## config.mk

```make
export PLATFORM = sky130hd
export DESIGN_NAME = pudc_top
export DESIGN_NICKNAME = d
export VERILOG_FILES = /design/src/hw/pudc_pkg.sv /design/src/hw/pudc_top.sv
export VERILOG_INCLUDE_DIRS = /design/src /design/src/hw
export SDC_FILE = /design/constraint.sdc
export NUM_CORES = 1
export LEC_CHECK = 0
export BUFFER_PORTS_ARGS = -buffer_cell sky130_fd_sc_hd__buf_2
export CORE_MARGIN = 2
export CORE_UTILIZATION = 40
export DETAILED_ROUTE_END_ITERATION = 8
export GPL_ROUTABILITY_DRIVEN = 1
export RECOVER_POWER = 100
export SYNTH_ARGS = -nofsm -noshare
export SYNTH_HDL_FRONTEND = slang
export SYNTH_SLANG_ARGS = --single-unit
```

## constraint.sdc

```tcl
create_clock -name clk_i -period 8.5 [get_ports clk_i]
set_input_delay 0.425 -clock clk_i [delete_from_list [all_inputs] [get_ports clk_i]]
set_output_delay 0.425 -clock clk_i [all_outputs]
set_load 0.02 [all_outputs]
```

## src/hw/pudc_params.svh

```systemverilog
// Offsets, field positions and reset values of the pulse up/down counter
`ifndef PUDC_PARAMS_SVH
`define PUDC_PARAMS_SVH

// ----------------------------------------------------------------------
// Register byte offsets
// ----------------------------------------------------------------------
`define PUDC_OFF_CTRL      6'h00
`define PUDC_OFF_PRESCALE  6'h04
`define PUDC_OFF_UPPER     6'h08
`define PUDC_OFF_DISP_HI   6'h0c
`define PUDC_OFF_DPOINT    6'h10
`define PUDC_OFF_COUNT     6'h14
`define PUDC_OFF_DISPLAY   6'h18
`define PUDC_OFF_IRQ_STAT  6'h1c
`define PUDC_OFF_IRQ_MASK  6'h20
`define PUDC_OFF_MENU      6'h24

// ----------------------------------------------------------------------
// Control register fields and display error bit
// ----------------------------------------------------------------------
`define PUDC_CTRL_DIR      0
`define PUDC_CTRL_EDGE     1
`define PUDC_CTRL_RANGE_LO 2
`define PUDC_CTRL_SIG_LO   4
`define PUDC_CTRL_OUT_LO   8
`define PUDC_DISP_ERR_BIT  31

// ----------------------------------------------------------------------
// Interrupt status bits
// ----------------------------------------------------------------------
`define PUDC_IRQ_STEP      0
`define PUDC_IRQ_LIMIT     1
`define PUDC_IRQ_RANGE     2
`define PUDC_IRQ_EXTRST    3
`define PUDC_IRQ_W         4

// ----------------------------------------------------------------------
// Reset values and field maxima
// ----------------------------------------------------------------------
`define PUDC_RST_CTRL      32'h0000_0000
`define PUDC_RST_PRESCALE  32'h0000_0001
`define PUDC_RST_UPPER     32'h0000_270f
`define PUDC_RST_DISP_HI   32'h0000_270f
`define PUDC_RST_DPOINT    2'h0
`define PUDC_DPOINT_MAX    2'h3
`define PUDC_OUT_FN_MAX    3'h5
`define PUDC_SIG_MAX       2'h2

`endif

```

## src/hw/pudc_pkg.sv

```systemverilog
// Types of the pulse up/down counter
package pudc_pkg;

  // Menu steps, one-hot, in the order that button 1 walks them
  typedef enum logic [8:0] {
    PUDC_M_INPUT  = 9'h001,
    PUDC_M_SIGNAL = 9'h002,
    PUDC_M_EDGE   = 9'h004,
    PUDC_M_PRESC  = 9'h008,
    PUDC_M_UPPER  = 9'h010,
    PUDC_M_DPOINT = 9'h020,
    PUDC_M_DISPHI = 9'h040,
    PUDC_M_RANGE  = 9'h080,
    PUDC_M_OUTPUT = 9'h100
  } pudc_menu_t;

  // Range limiting modes
  typedef enum logic [1:0] {
    PUDC_RANGE_OFF   = 2'h0,
    PUDC_RANGE_ERROR = 2'h1,
    PUDC_RANGE_CLAMP = 2'h2
  } pudc_range_t;

  // Divider sequencer, one-hot
  typedef enum logic [1:0] {
    PUDC_DIV_LOAD = 2'h1,
    PUDC_DIV_RUN  = 2'h2
  } pudc_div_t;

endpackage

```

## src/hw/pudc_top.sv

```systemverilog
// Pulse up/down counter with menu, scaling, range limiting and Wishbone registers
//
// Behaviour
// - Up mode starts at zero, counts up
// - Down mode starts at upper limit, counts down
// - Grounded reset input restores the starting value
// - Held reset keeps start; counting resumes after
// - Count kept in non-volatile store, restored
// - Positive edge setting counts rising transitions
// - Negative edge setting counts falling transitions
// - Only every Nth accepted pulse is counted
// - Upper limit counts pre-scaled pulses
// - Upper limit count shows upper display value
// - Configurable decimal point for the display
// - Limiting off: stop only at absolute range
// - Error mode flags count outside limits
// - Clamp mode shows limit or zero
// - Down mode lower limit fixed at zero
// - Button 1 advances, buttons 2/3 change value
`timescale 1ns/1ps
`include "pudc_params.svh"

module pudc_top #(
  parameter int CW = 16,
  parameter int PW = 16
) (
  input wire logic clk_i,
  input wire logic rst_i,
  // Wishbone classic slave
  input wire logic wb_cyc_i,
  input wire logic wb_stb_i,
  input wire logic wb_we_i,
  input wire logic [5:0] wb_adr_i,
  input wire logic [3:0] wb_sel_i,
  input wire logic [31:0] wb_dat_i,
  output logic [31:0] wb_dat_o,
  output logic wb_ack_o,
  output logic irq_o,
  // Pulse transmitter and external count reset
  input wire logic pulse_i,
  input wire logic ext_rst_n_i,
  // Menu buttons
  input wire logic btn_next_i,
  input wire logic btn_up_i,
  input wire logic btn_down_i,
  // Non-volatile count store
  input wire logic nv_valid_i,
  input wire logic [CW-1:0] nv_count_i,
  output logic nv_wr_o,
  output logic [CW-1:0] nv_data_o,
  // Display
  output logic [CW-1:0] disp_value_o,
  output logic [1:0] disp_dp_o,
  output logic disp_err_o,
  output logic [8:0] menu_state_o
);

  // ----------------------------------------------------------------------
  // Parameter check
  // ----------------------------------------------------------------------
  generate
    if (CW < 4 || CW > 31 || PW < 2 || PW > 32) begin : g_bad_width
      $error("pudc_top: CW must be 4..31 and PW 2..32");
    end
  endgenerate

  localparam logic [CW-1:0] CMAX = {CW{1'b1}};
  localparam logic [31:0] RST_CTRL = `PUDC_RST_CTRL;

  // ----------------------------------------------------------------------
  // Configuration and state registers
  // ----------------------------------------------------------------------
  logic dir_r, dir_nxt;
  logic edge_r, edge_nxt;
  pudc_pkg::pudc_range_t range_r, range_nxt;
  logic [1:0] sig_r, sig_nxt;
  logic [2:0] outfn_r, outfn_nxt;
  logic [PW-1:0] presc_r, presc_nxt;
  logic [CW-1:0] upper_r, upper_nxt;
  logic [CW-1:0] disphi_r, disphi_nxt;
  logic [1:0] dp_r, dp_nxt;
  logic [`PUDC_IRQ_W-1:0] stat_r, stat_nxt;
  logic [`PUDC_IRQ_W-1:0] mask_r, mask_nxt;
  pudc_pkg::pudc_menu_t menu_r, menu_nxt;
  logic [CW-1:0] count_r, count_nxt;
  logic [PW-1:0] pre_r, pre_nxt;
  logic below_r, below_nxt;
  logic ovf_r, ovf_nxt;
  logic restored_r;
  logic pulse_d_r, ext_d_r, err_d_r;
  logic btn_next_d_r, btn_up_d_r, btn_down_d_r;

  // ----------------------------------------------------------------------
  // Bus decode
  // ----------------------------------------------------------------------
  wire bus_req = wb_cyc_i & wb_stb_i & ~wb_ack_o;
  wire bus_wr = bus_req & wb_we_i;
  wire [31:0] wmask = {{8{wb_sel_i[3]}}, {8{wb_sel_i[2]}}, {8{wb_sel_i[1]}}, {8{wb_sel_i[0]}}};
  wire wr_ctrl = bus_wr & (wb_adr_i == `PUDC_OFF_CTRL);
  wire wr_presc = bus_wr & (wb_adr_i == `PUDC_OFF_PRESCALE);
  wire wr_upper = bus_wr & (wb_adr_i == `PUDC_OFF_UPPER);
  wire wr_disphi = bus_wr & (wb_adr_i == `PUDC_OFF_DISP_HI);
  wire wr_dp = bus_wr & (wb_adr_i == `PUDC_OFF_DPOINT);
  wire wr_stat = bus_wr & (wb_adr_i == `PUDC_OFF_IRQ_STAT);
  wire wr_mask = bus_wr & (wb_adr_i == `PUDC_OFF_IRQ_MASK);

  // Byte-lane merge of a write into a stored word
  function automatic logic [31:0] merge(input logic [31:0] old_v);
    merge = (old_v & ~wmask) | (wb_dat_i & wmask);
  endfunction

  wire [31:0] ctrl_word = {21'h0, outfn_r, 2'b0, sig_r, range_r, edge_r, dir_r};
  wire [31:0] ctrl_w = merge(ctrl_word);
  wire [31:0] presc_w = merge(32'(presc_r));
  wire [31:0] upper_w = merge(32'(upper_r));
  wire [31:0] disphi_w = merge(32'(disphi_r));
  wire [31:0] dp_w = merge({30'h0, dp_r});
  wire [`PUDC_IRQ_W-1:0] stat_clr = wr_stat ? (wb_dat_i[`PUDC_IRQ_W-1:0] & wmask[3:0])
                                            : '0;
  wire [31:0] mask_m = merge(32'(mask_r));
  wire [`PUDC_IRQ_W-1:0] mask_w = mask_m[`PUDC_IRQ_W-1:0];

  // ----------------------------------------------------------------------
  // Menu buttons: one action per press
  // ----------------------------------------------------------------------
  wire b_next = btn_next_i & ~btn_next_d_r;
  wire b_up = btn_up_i & ~btn_up_d_r;
  wire b_dn = btn_down_i & ~btn_down_d_r;
  wire b_chg = b_up | b_dn;
  wire [1:0] range_up = (range_r == pudc_pkg::PUDC_RANGE_CLAMP) ? 2'h0 : range_r + 2'h1;
  wire [1:0] range_dn = (range_r == pudc_pkg::PUDC_RANGE_OFF) ? 2'h2 : range_r - 2'h1;

  // Button 1 walks the parameters in order, wrapping after outputs
  always_comb begin
    menu_nxt = menu_r;
    if (b_next) begin
      unique case (menu_r)
        pudc_pkg::PUDC_M_INPUT: menu_nxt = pudc_pkg::PUDC_M_SIGNAL;
        pudc_pkg::PUDC_M_SIGNAL: menu_nxt = pudc_pkg::PUDC_M_EDGE;
        pudc_pkg::PUDC_M_EDGE: menu_nxt = pudc_pkg::PUDC_M_PRESC;
        pudc_pkg::PUDC_M_PRESC: menu_nxt = pudc_pkg::PUDC_M_UPPER;
        pudc_pkg::PUDC_M_UPPER: menu_nxt = pudc_pkg::PUDC_M_DPOINT;
        pudc_pkg::PUDC_M_DPOINT: menu_nxt = pudc_pkg::PUDC_M_DISPHI;
        pudc_pkg::PUDC_M_DISPHI: menu_nxt = pudc_pkg::PUDC_M_RANGE;
        pudc_pkg::PUDC_M_RANGE: menu_nxt = pudc_pkg::PUDC_M_OUTPUT;
        pudc_pkg::PUDC_M_OUTPUT: menu_nxt = pudc_pkg::PUDC_M_INPUT;
        default: menu_nxt = pudc_pkg::PUDC_M_INPUT;
      endcase
    end
  end

  // Parameter next values: bus write wins over a button in the same cycle
  always_comb begin
    dir_nxt = dir_r;
    edge_nxt = edge_r;
    range_nxt = range_r;
    sig_nxt = sig_r;
    outfn_nxt = outfn_r;
    presc_nxt = presc_r;
    upper_nxt = upper_r;
    disphi_nxt = disphi_r;
    dp_nxt = dp_r;
    if (b_chg && !b_next) begin
      unique case (menu_r)
        pudc_pkg::PUDC_M_INPUT: dir_nxt = ~dir_r;
        pudc_pkg::PUDC_M_SIGNAL:
          sig_nxt = b_up ? ((sig_r == `PUDC_SIG_MAX) ? 2'h0 : sig_r + 2'h1)
                         : ((sig_r == 2'h0) ? `PUDC_SIG_MAX : sig_r - 2'h1);
        pudc_pkg::PUDC_M_EDGE: edge_nxt = ~edge_r;
        pudc_pkg::PUDC_M_PRESC: presc_nxt = b_up ? presc_r + 1'b1 : presc_r - 1'b1;
        pudc_pkg::PUDC_M_UPPER: upper_nxt = b_up ? upper_r + 1'b1 : upper_r - 1'b1;
        pudc_pkg::PUDC_M_DPOINT: dp_nxt = b_up ? dp_r + 2'h1 : dp_r - 2'h1;
        pudc_pkg::PUDC_M_DISPHI: disphi_nxt = b_up ? disphi_r + 1'b1 : disphi_r - 1'b1;
        pudc_pkg::PUDC_M_RANGE:
          range_nxt = pudc_pkg::pudc_range_t'(b_up ? range_up : range_dn);
        pudc_pkg::PUDC_M_OUTPUT:
          outfn_nxt = b_up ? ((outfn_r == `PUDC_OUT_FN_MAX) ? 3'h0 : outfn_r + 3'h1)
                           : ((outfn_r == 3'h0) ? `PUDC_OUT_FN_MAX : outfn_r - 3'h1);
        default: dir_nxt = dir_r;
      endcase
    end
    if (wr_ctrl) begin
      dir_nxt = ctrl_w[`PUDC_CTRL_DIR];
      edge_nxt = ctrl_w[`PUDC_CTRL_EDGE];
      range_nxt = pudc_pkg::pudc_range_t'(ctrl_w[`PUDC_CTRL_RANGE_LO +: 2]);
      sig_nxt = ctrl_w[`PUDC_CTRL_SIG_LO +: 2];
      outfn_nxt = ctrl_w[`PUDC_CTRL_OUT_LO +: 3];
    end
    if (wr_presc) presc_nxt = presc_w[PW-1:0];
    if (wr_upper) upper_nxt = upper_w[CW-1:0];
    if (wr_disphi) disphi_nxt = disphi_w[CW-1:0];
    if (wr_dp) dp_nxt = dp_w[1:0];
  end

  // ----------------------------------------------------------------------
  // Edge detection, pre-scaler and count
  // ----------------------------------------------------------------------
  wire rise = pulse_i & ~pulse_d_r;
  wire fall = ~pulse_i & pulse_d_r;
  wire accept = edge_r ? fall : rise;
  wire [PW-1:0] div_n = (presc_r == '0) ? PW'(1) : presc_r;
  wire step = accept & (pre_r + 1'b1 >= div_n);
  wire [CW-1:0] start_val = dir_r ? upper_r : '0;
  wire ext_hold = ~ext_rst_n_i;
  wire restore = nv_valid_i & ~restored_r;

  // Count next value; the limit is in pre-scaled pulses
  always_comb begin
    count_nxt = count_r;
    pre_nxt = pre_r;
    below_nxt = below_r;
    ovf_nxt = ovf_r;
    if (ext_hold) begin
      count_nxt = start_val;
      pre_nxt = '0;
      below_nxt = 1'b0;
      ovf_nxt = 1'b0;
    end else if (restore) begin
      count_nxt = nv_count_i;
    end else if (accept) begin
      pre_nxt = step ? '0 : pre_r + 1'b1;
      if (step && !dir_r) begin
        if (count_r == CMAX) ovf_nxt = 1'b1;
        else count_nxt = count_r + 1'b1;
      end else if (step) begin
        if (count_r == '0) below_nxt = 1'b1;
        else count_nxt = count_r - 1'b1;
      end
    end
  end

  // ----------------------------------------------------------------------
  // Range handling
  // ----------------------------------------------------------------------
  wire above = count_r > upper_r;
  wire range_err = ovf_r | ((range_r == pudc_pkg::PUDC_RANGE_ERROR) & (above | below_r));
  wire [CW-1:0] eff_count = ((range_r == pudc_pkg::PUDC_RANGE_CLAMP) && above) ? upper_r
                          : ((range_r == pudc_pkg::PUDC_RANGE_CLAMP) && below_r) ? '0
                          : count_r;

  // Interrupt events; set wins over a clear in the same cycle
  wire [`PUDC_IRQ_W-1:0] ev;
  assign ev[`PUDC_IRQ_STEP] = step & ~ext_hold & ~restore;
  assign ev[`PUDC_IRQ_LIMIT] = (count_nxt == upper_r) & (count_r != upper_r);
  assign ev[`PUDC_IRQ_RANGE] = range_err & ~err_d_r;
  assign ev[`PUDC_IRQ_EXTRST] = ~ext_rst_n_i & ext_d_r;
  assign stat_nxt = (stat_r & ~stat_clr) | ev;
  assign mask_nxt = wr_mask ? mask_w : mask_r;

  // ----------------------------------------------------------------------
  // Scaling divider: display = eff_count * disphi / upper
  // ----------------------------------------------------------------------
  localparam int NW = 2 * CW;
  pudc_pkg::pudc_div_t div_st_r;
  logic [NW-1:0] num_r;
  logic [CW:0] rem_r;
  logic [CW-1:0] den_r;
  logic [5:0] bit_r;
  logic zero_den_r;
  wire [CW:0] rem_sh = {rem_r[CW-1:0], num_r[NW-1]};
  wire rem_ge = rem_sh >= {1'b0, den_r};
  wire [NW-1:0] quot = {num_r[NW-2:0], rem_ge};
  wire div_done = (div_st_r == pudc_pkg::PUDC_DIV_RUN) && (bit_r == 6'h01);
  wire [CW-1:0] quot_sat = (|quot[NW-1:CW]) ? CMAX : quot[CW-1:0];

  // Restoring divider, restarted after every result
  always_ff @(posedge clk_i) begin
    if (rst_i) begin
      div_st_r <= pudc_pkg::PUDC_DIV_LOAD;
      num_r <= '0;
      rem_r <= '0;
      den_r <= '0;
      bit_r <= 6'h00;
      zero_den_r <= 1'b0;
    end else begin
      unique case (div_st_r)
        pudc_pkg::PUDC_DIV_LOAD: begin
          num_r <= eff_count * disphi_r;
          den_r <= upper_r;
          zero_den_r <= (upper_r == '0);
          rem_r <= '0;
          bit_r <= 6'(NW);
          div_st_r <= pudc_pkg::PUDC_DIV_RUN;
        end
        pudc_pkg::PUDC_DIV_RUN: begin
          num_r <= quot;
          rem_r <= rem_ge ? rem_sh - {1'b0, den_r} : rem_sh;
          bit_r <= bit_r - 6'h01;
          if (div_done) div_st_r <= pudc_pkg::PUDC_DIV_LOAD;
        end
      endcase
    end
  end

  // ----------------------------------------------------------------------
  // Read mux
  // ----------------------------------------------------------------------
  wire [31:0] rd_data =
      (wb_adr_i == `PUDC_OFF_CTRL) ? ctrl_word :
      (wb_adr_i == `PUDC_OFF_PRESCALE) ? 32'(presc_r) :
      (wb_adr_i == `PUDC_OFF_UPPER) ? 32'(upper_r) :
      (wb_adr_i == `PUDC_OFF_DISP_HI) ? 32'(disphi_r) :
      (wb_adr_i == `PUDC_OFF_DPOINT) ? {30'h0, dp_r} :
      (wb_adr_i == `PUDC_OFF_COUNT) ? 32'(count_r) :
      (wb_adr_i == `PUDC_OFF_DISPLAY) ? ({disp_err_o, 31'h0} | 32'(disp_value_o)) :
      (wb_adr_i == `PUDC_OFF_IRQ_STAT) ? 32'(stat_r) :
      (wb_adr_i == `PUDC_OFF_IRQ_MASK) ? 32'(mask_r) :
      (wb_adr_i == `PUDC_OFF_MENU) ? 32'(menu_r) : 32'h0;

  // ----------------------------------------------------------------------
  // Configuration registers
  // ----------------------------------------------------------------------
  always_ff @(posedge clk_i) begin
    if (rst_i) begin
      dir_r <= RST_CTRL[`PUDC_CTRL_DIR];
      edge_r <= RST_CTRL[`PUDC_CTRL_EDGE];
      range_r <= pudc_pkg::PUDC_RANGE_OFF;
      sig_r <= 2'h0;
      outfn_r <= 3'h0;
      presc_r <= PW'(`PUDC_RST_PRESCALE);
      upper_r <= CW'(`PUDC_RST_UPPER);
      disphi_r <= CW'(`PUDC_RST_DISP_HI);
      dp_r <= `PUDC_RST_DPOINT;
      menu_r <= pudc_pkg::PUDC_M_INPUT;
    end else begin
      dir_r <= dir_nxt;
      edge_r <= edge_nxt;
      range_r <= range_nxt;
      sig_r <= sig_nxt;
      outfn_r <= outfn_nxt;
      presc_r <= presc_nxt;
      upper_r <= upper_nxt;
      disphi_r <= disphi_nxt;
      dp_r <= dp_nxt;
      menu_r <= menu_nxt;
    end
  end

  // Counting state and input history
  always_ff @(posedge clk_i) begin
    if (rst_i) begin
      count_r <= '0;
      pre_r <= '0;
      below_r <= 1'b0;
      ovf_r <= 1'b0;
      restored_r <= 1'b0;
      pulse_d_r <= 1'b0;
      ext_d_r <= 1'b1;
      err_d_r <= 1'b0;
      btn_next_d_r <= 1'b0;
      btn_up_d_r <= 1'b0;
      btn_down_d_r <= 1'b0;
    end else begin
      count_r <= count_nxt;
      pre_r <= pre_nxt;
      below_r <= below_nxt;
      ovf_r <= ovf_nxt;
      restored_r <= restored_r | nv_valid_i;
      pulse_d_r <= pulse_i;
      ext_d_r <= ext_rst_n_i;
      err_d_r <= range_err;
      btn_next_d_r <= btn_next_i;
      btn_up_d_r <= btn_up_i;
      btn_down_d_r <= btn_down_i;
    end
  end

  // Bus answer, interrupts and outputs
  always_ff @(posedge clk_i) begin
    if (rst_i) begin
      stat_r <= '0;
      mask_r <= '0;
      wb_ack_o <= 1'b0;
      wb_dat_o <= 32'h0;
      irq_o <= 1'b0;
      nv_wr_o <= 1'b0;
      nv_data_o <= '0;
      disp_value_o <= '0;
      disp_dp_o <= 2'h0;
      disp_err_o <= 1'b0;
      menu_state_o <= 9'h001;
    end else begin
      stat_r <= stat_nxt;
      mask_r <= mask_nxt;
      wb_ack_o <= bus_req;
      wb_dat_o <= bus_req ? rd_data : 32'h0;
      irq_o <= |(stat_nxt & mask_nxt);
      nv_wr_o <= (count_nxt != count_r);
      nv_data_o <= count_nxt;
      if (div_done) disp_value_o <= zero_den_r ? disphi_r : quot_sat;
      disp_dp_o <= dp_r;
      disp_err_o <= range_err;
      menu_state_o <= menu_nxt;
    end
  end

endmodule // pudc_top

```

==> metrics.yaml <==
setup_violations: 0
cts_buffers: 31
status: "finished with violations"
placedCellCount: 4126
cp.arrival_ns: 8.53
grt_antenna_before_repair: 3
startpoint_type: "flip-flop"
grt_remaining_overflow: 0
ys_seq_elements: 228
yosys_warnings: 0
syn_area_per_cell_sq_um: 7.763
die_w_um: 255.3
finalCritPeriodShare: 0.9489
cp_common_cell: "fa_1"
hold_path.class: "primary input to flip-flop"
critPathMaxStageDelay_ns: 0.54
cp_data_required_time_ns: 8.96
drt_iter0_markers: 3022
synth_async_sr_flop_share: 0
synth_top_family_by_area: "adder cells"
dieArea_sq_um: 65160
cp-end-kind: "flip-flop"
core-area_sq_um: 62740
synthAdderAreaFrac: 0.2595
synth_area_sq_um: 25250
r2r-end: "num_r[31]"
tightest_slew_ns: 3.988
cp_top_family: "adder cells"
clk_path_buf_depth: 3
finalSetupTns_ns: 0
p_per_area_nw_per_um2: 165.2
slew_viol_final: 132
synth_edf_count: 0
grt_pass1_vias: 23040
io_pins: 148
fin_cells: 4185
die_h_um: 255.3
detail-route-antenna-nets: 0
total_leakage_power_nw: 12.05
vias_per_cell: 5.877
whs_ns: 0.02874
grt_pass1_wl_mm: 139.4
critPathKind: "flip-flop to flip-flop"
worstSetupEndpoint: "num_r[31]"
track_usage: 0.2785
crit_buf_inv: 8
synth.distinct_cells: 93
ir_drop_mv: 0.1713
min_period_ns: 8.066
synthXorXnorAreaFrac: 0.04093
layout-drive-gt1-share: 0.08091
met2_usage: 0.4229
rrSetupSlack_ns: 0.43
drt-total-wl_mm: 92.38
num_vias: 24600
clk_pin_slew_ns: 0.06
wire_per_inst_um: 22.07
reg2reg_depth: 35
start_util: 0.4025
remaining_drc_errors: 0
finalHoldViolCount: 0
gp_congestion: 0.9899
synth_ff_type: "dfxtp_1"
synth.largest_area_cell: "dfxtp_1"
globalRoute.busiestLayer: "met2"
synth_compound_area_frac: 0.2033
clk_latency_ns: 0.62
hold_buffers: 0
num_rows: 92
synthSimpleGateAreaFrac: 0.2206
io_buffers: 114
grt_max_degree: 81
synth_top_area_share: 0.1807
crit_slowest_cell: "fa_1"
hpwl_mm: 69.77
yosys-top-cells-area: "dfxtp_1, fa_1, ha_1, nand2_1, inv_1"
use_met1: 0.3936
max_freq_ghz: 0.1240
clock_skew_ns: 0.01789
firstDrtPassIters: 6
cts.sinks: 228
area_delta_synth_final_pct: 10.84
yosys-mux-area-fraction: 0.009414
violations: "capacitance limit, slew limit"
cp.depth: 35
max_cap_violations: 3
final_nets: 3789
yosysSeqAreaShare: 0.1807
maxSlewHeadroom: -1.659
cts_tree: "built"
cts_max_level: 1
syn_inst: 3253
grt_use_met3: 0.05502
path_max_fanout: 15
ctsRootBufferMaster: "clkbuf_16"
[layout by cell type, fill, tap and decap left out, types with 80 or more instances in the layout]
cell	count
xnor2_1	80
nand3_1	81
o21ai_0	130
ha_1	207
nor2_1	215
fa_1	198
inv_1	335
dfxtp_1	228
and2_1	118
a21oi_1	225
buf_4	93
nand2_1	433
[cell usage after synthesis, types with 21 or more instances]
cell type / instances
nand3_1: 82
a22oi_1: 32
dfxtp_1: 228
o21ai_0: 145
a211oi_1: 40
nand4_1: 37
and3_1: 33
a31oi_1: 25
nand2b_1: 23
a222oi_1: 25
nor2b_1: 28
buf_1: 21
xor2_1: 38
o211ai_1: 21
a21o_1: 46
a21oi_1: 227
clkbuf_1: 162
fa_1: 198
nand2_1: 433
nor4_1: 34
inv_1: 336
nor2_1: 216
ha_1: 207
nor3_1: 69
and2_1: 118
o221ai_1: 21
xnor2_1: 80
[worst min-delay path by stage]
stage / from / to / cells past startpoint
after global placement: num_r[23] / num_r[24] / 2
after detailed placement: num_r[16] / num_r[17] / 2
after global routing: btn_up_i / btn_up_d_r / 2
after CTS: btn_up_i / btn_up_d_r / 2
after floorplan: num_r[25] / num_r[26] / 2
final: btn_up_i / btn_up_d_r / 2
[worst reg2reg max path, delay by kind of cell, from the launching register on]
kind | cells | cell delay [ns]
AOI/OAI and AO/OA | 16 | 2.49
adders and majority gates | 8 | 3.62
buffers and inverters | 8 | 0.87
DFF | 1 | 0.33
and+or+nand+nor | 3 | 0.62
[report_power, final]
group	total [mW]	internal, mW	leakage [nW]	switching, mW
logic	2.04	0.796	9.66	1.24
registers	1.20	1.14	1.85	0.0605
clock network	1.38	0.818	0.533	0.564
total	4.62	2.76	12.1	1.87
[stage by stage]
step                area (sq um)  total power, mW  setup slack [ns]  utilization
floorplan                  25310            2.682           0.04351            -
global placement           26960            3.231            0.1473       0.4297
detailed placement         26960            3.239           0.09153       0.4297
CTS                        28020            4.624            0.1120       0.4467
global route               27990            4.924         -0.007368       0.4461
finish                     27990            4.624            0.4341       0.4462
[cell type report]
cell class	count	area, sq um
clock buffer	38	872.1
clock inverter	17	192.7
multi-input combinational	2487	18680
inverter	338	1269
antenna	2	5.005
sequential	228	4564
tap	846	1059
timing repair buffer	229	1351
fill	6458	34740
[what timing repair did]
action,in CTS,in global routing
resized for setup,1,22
buffers inserted,0,2
pin swaps,0,5
endpoints found under the hold margin,0,0
setup endpoints to repair,1,11
[logic make-up (layout without fill, tap and decap cells)]
kind of cell / after synthesis / count (layout)
and+or+nand+nor: 1153 / 1153
DFF: 228 / 228
other: 1 / 17
adders and majority gates: 405 / 405
xor gates and xnor gates: 118 / 118
buffers and inverters: 552 / 622
AOI/OAI and AO/OA: 774 / 774
muxes: 22 / 22
[metal layers]
layer	wire length (um)	share of wire
met5	19	0.00021
met1	39530	0.43
met3	9521	0.10
met4	3565	0.039
met2	39740	0.43
Note: power is estimated with default switching activity, not from simulation.
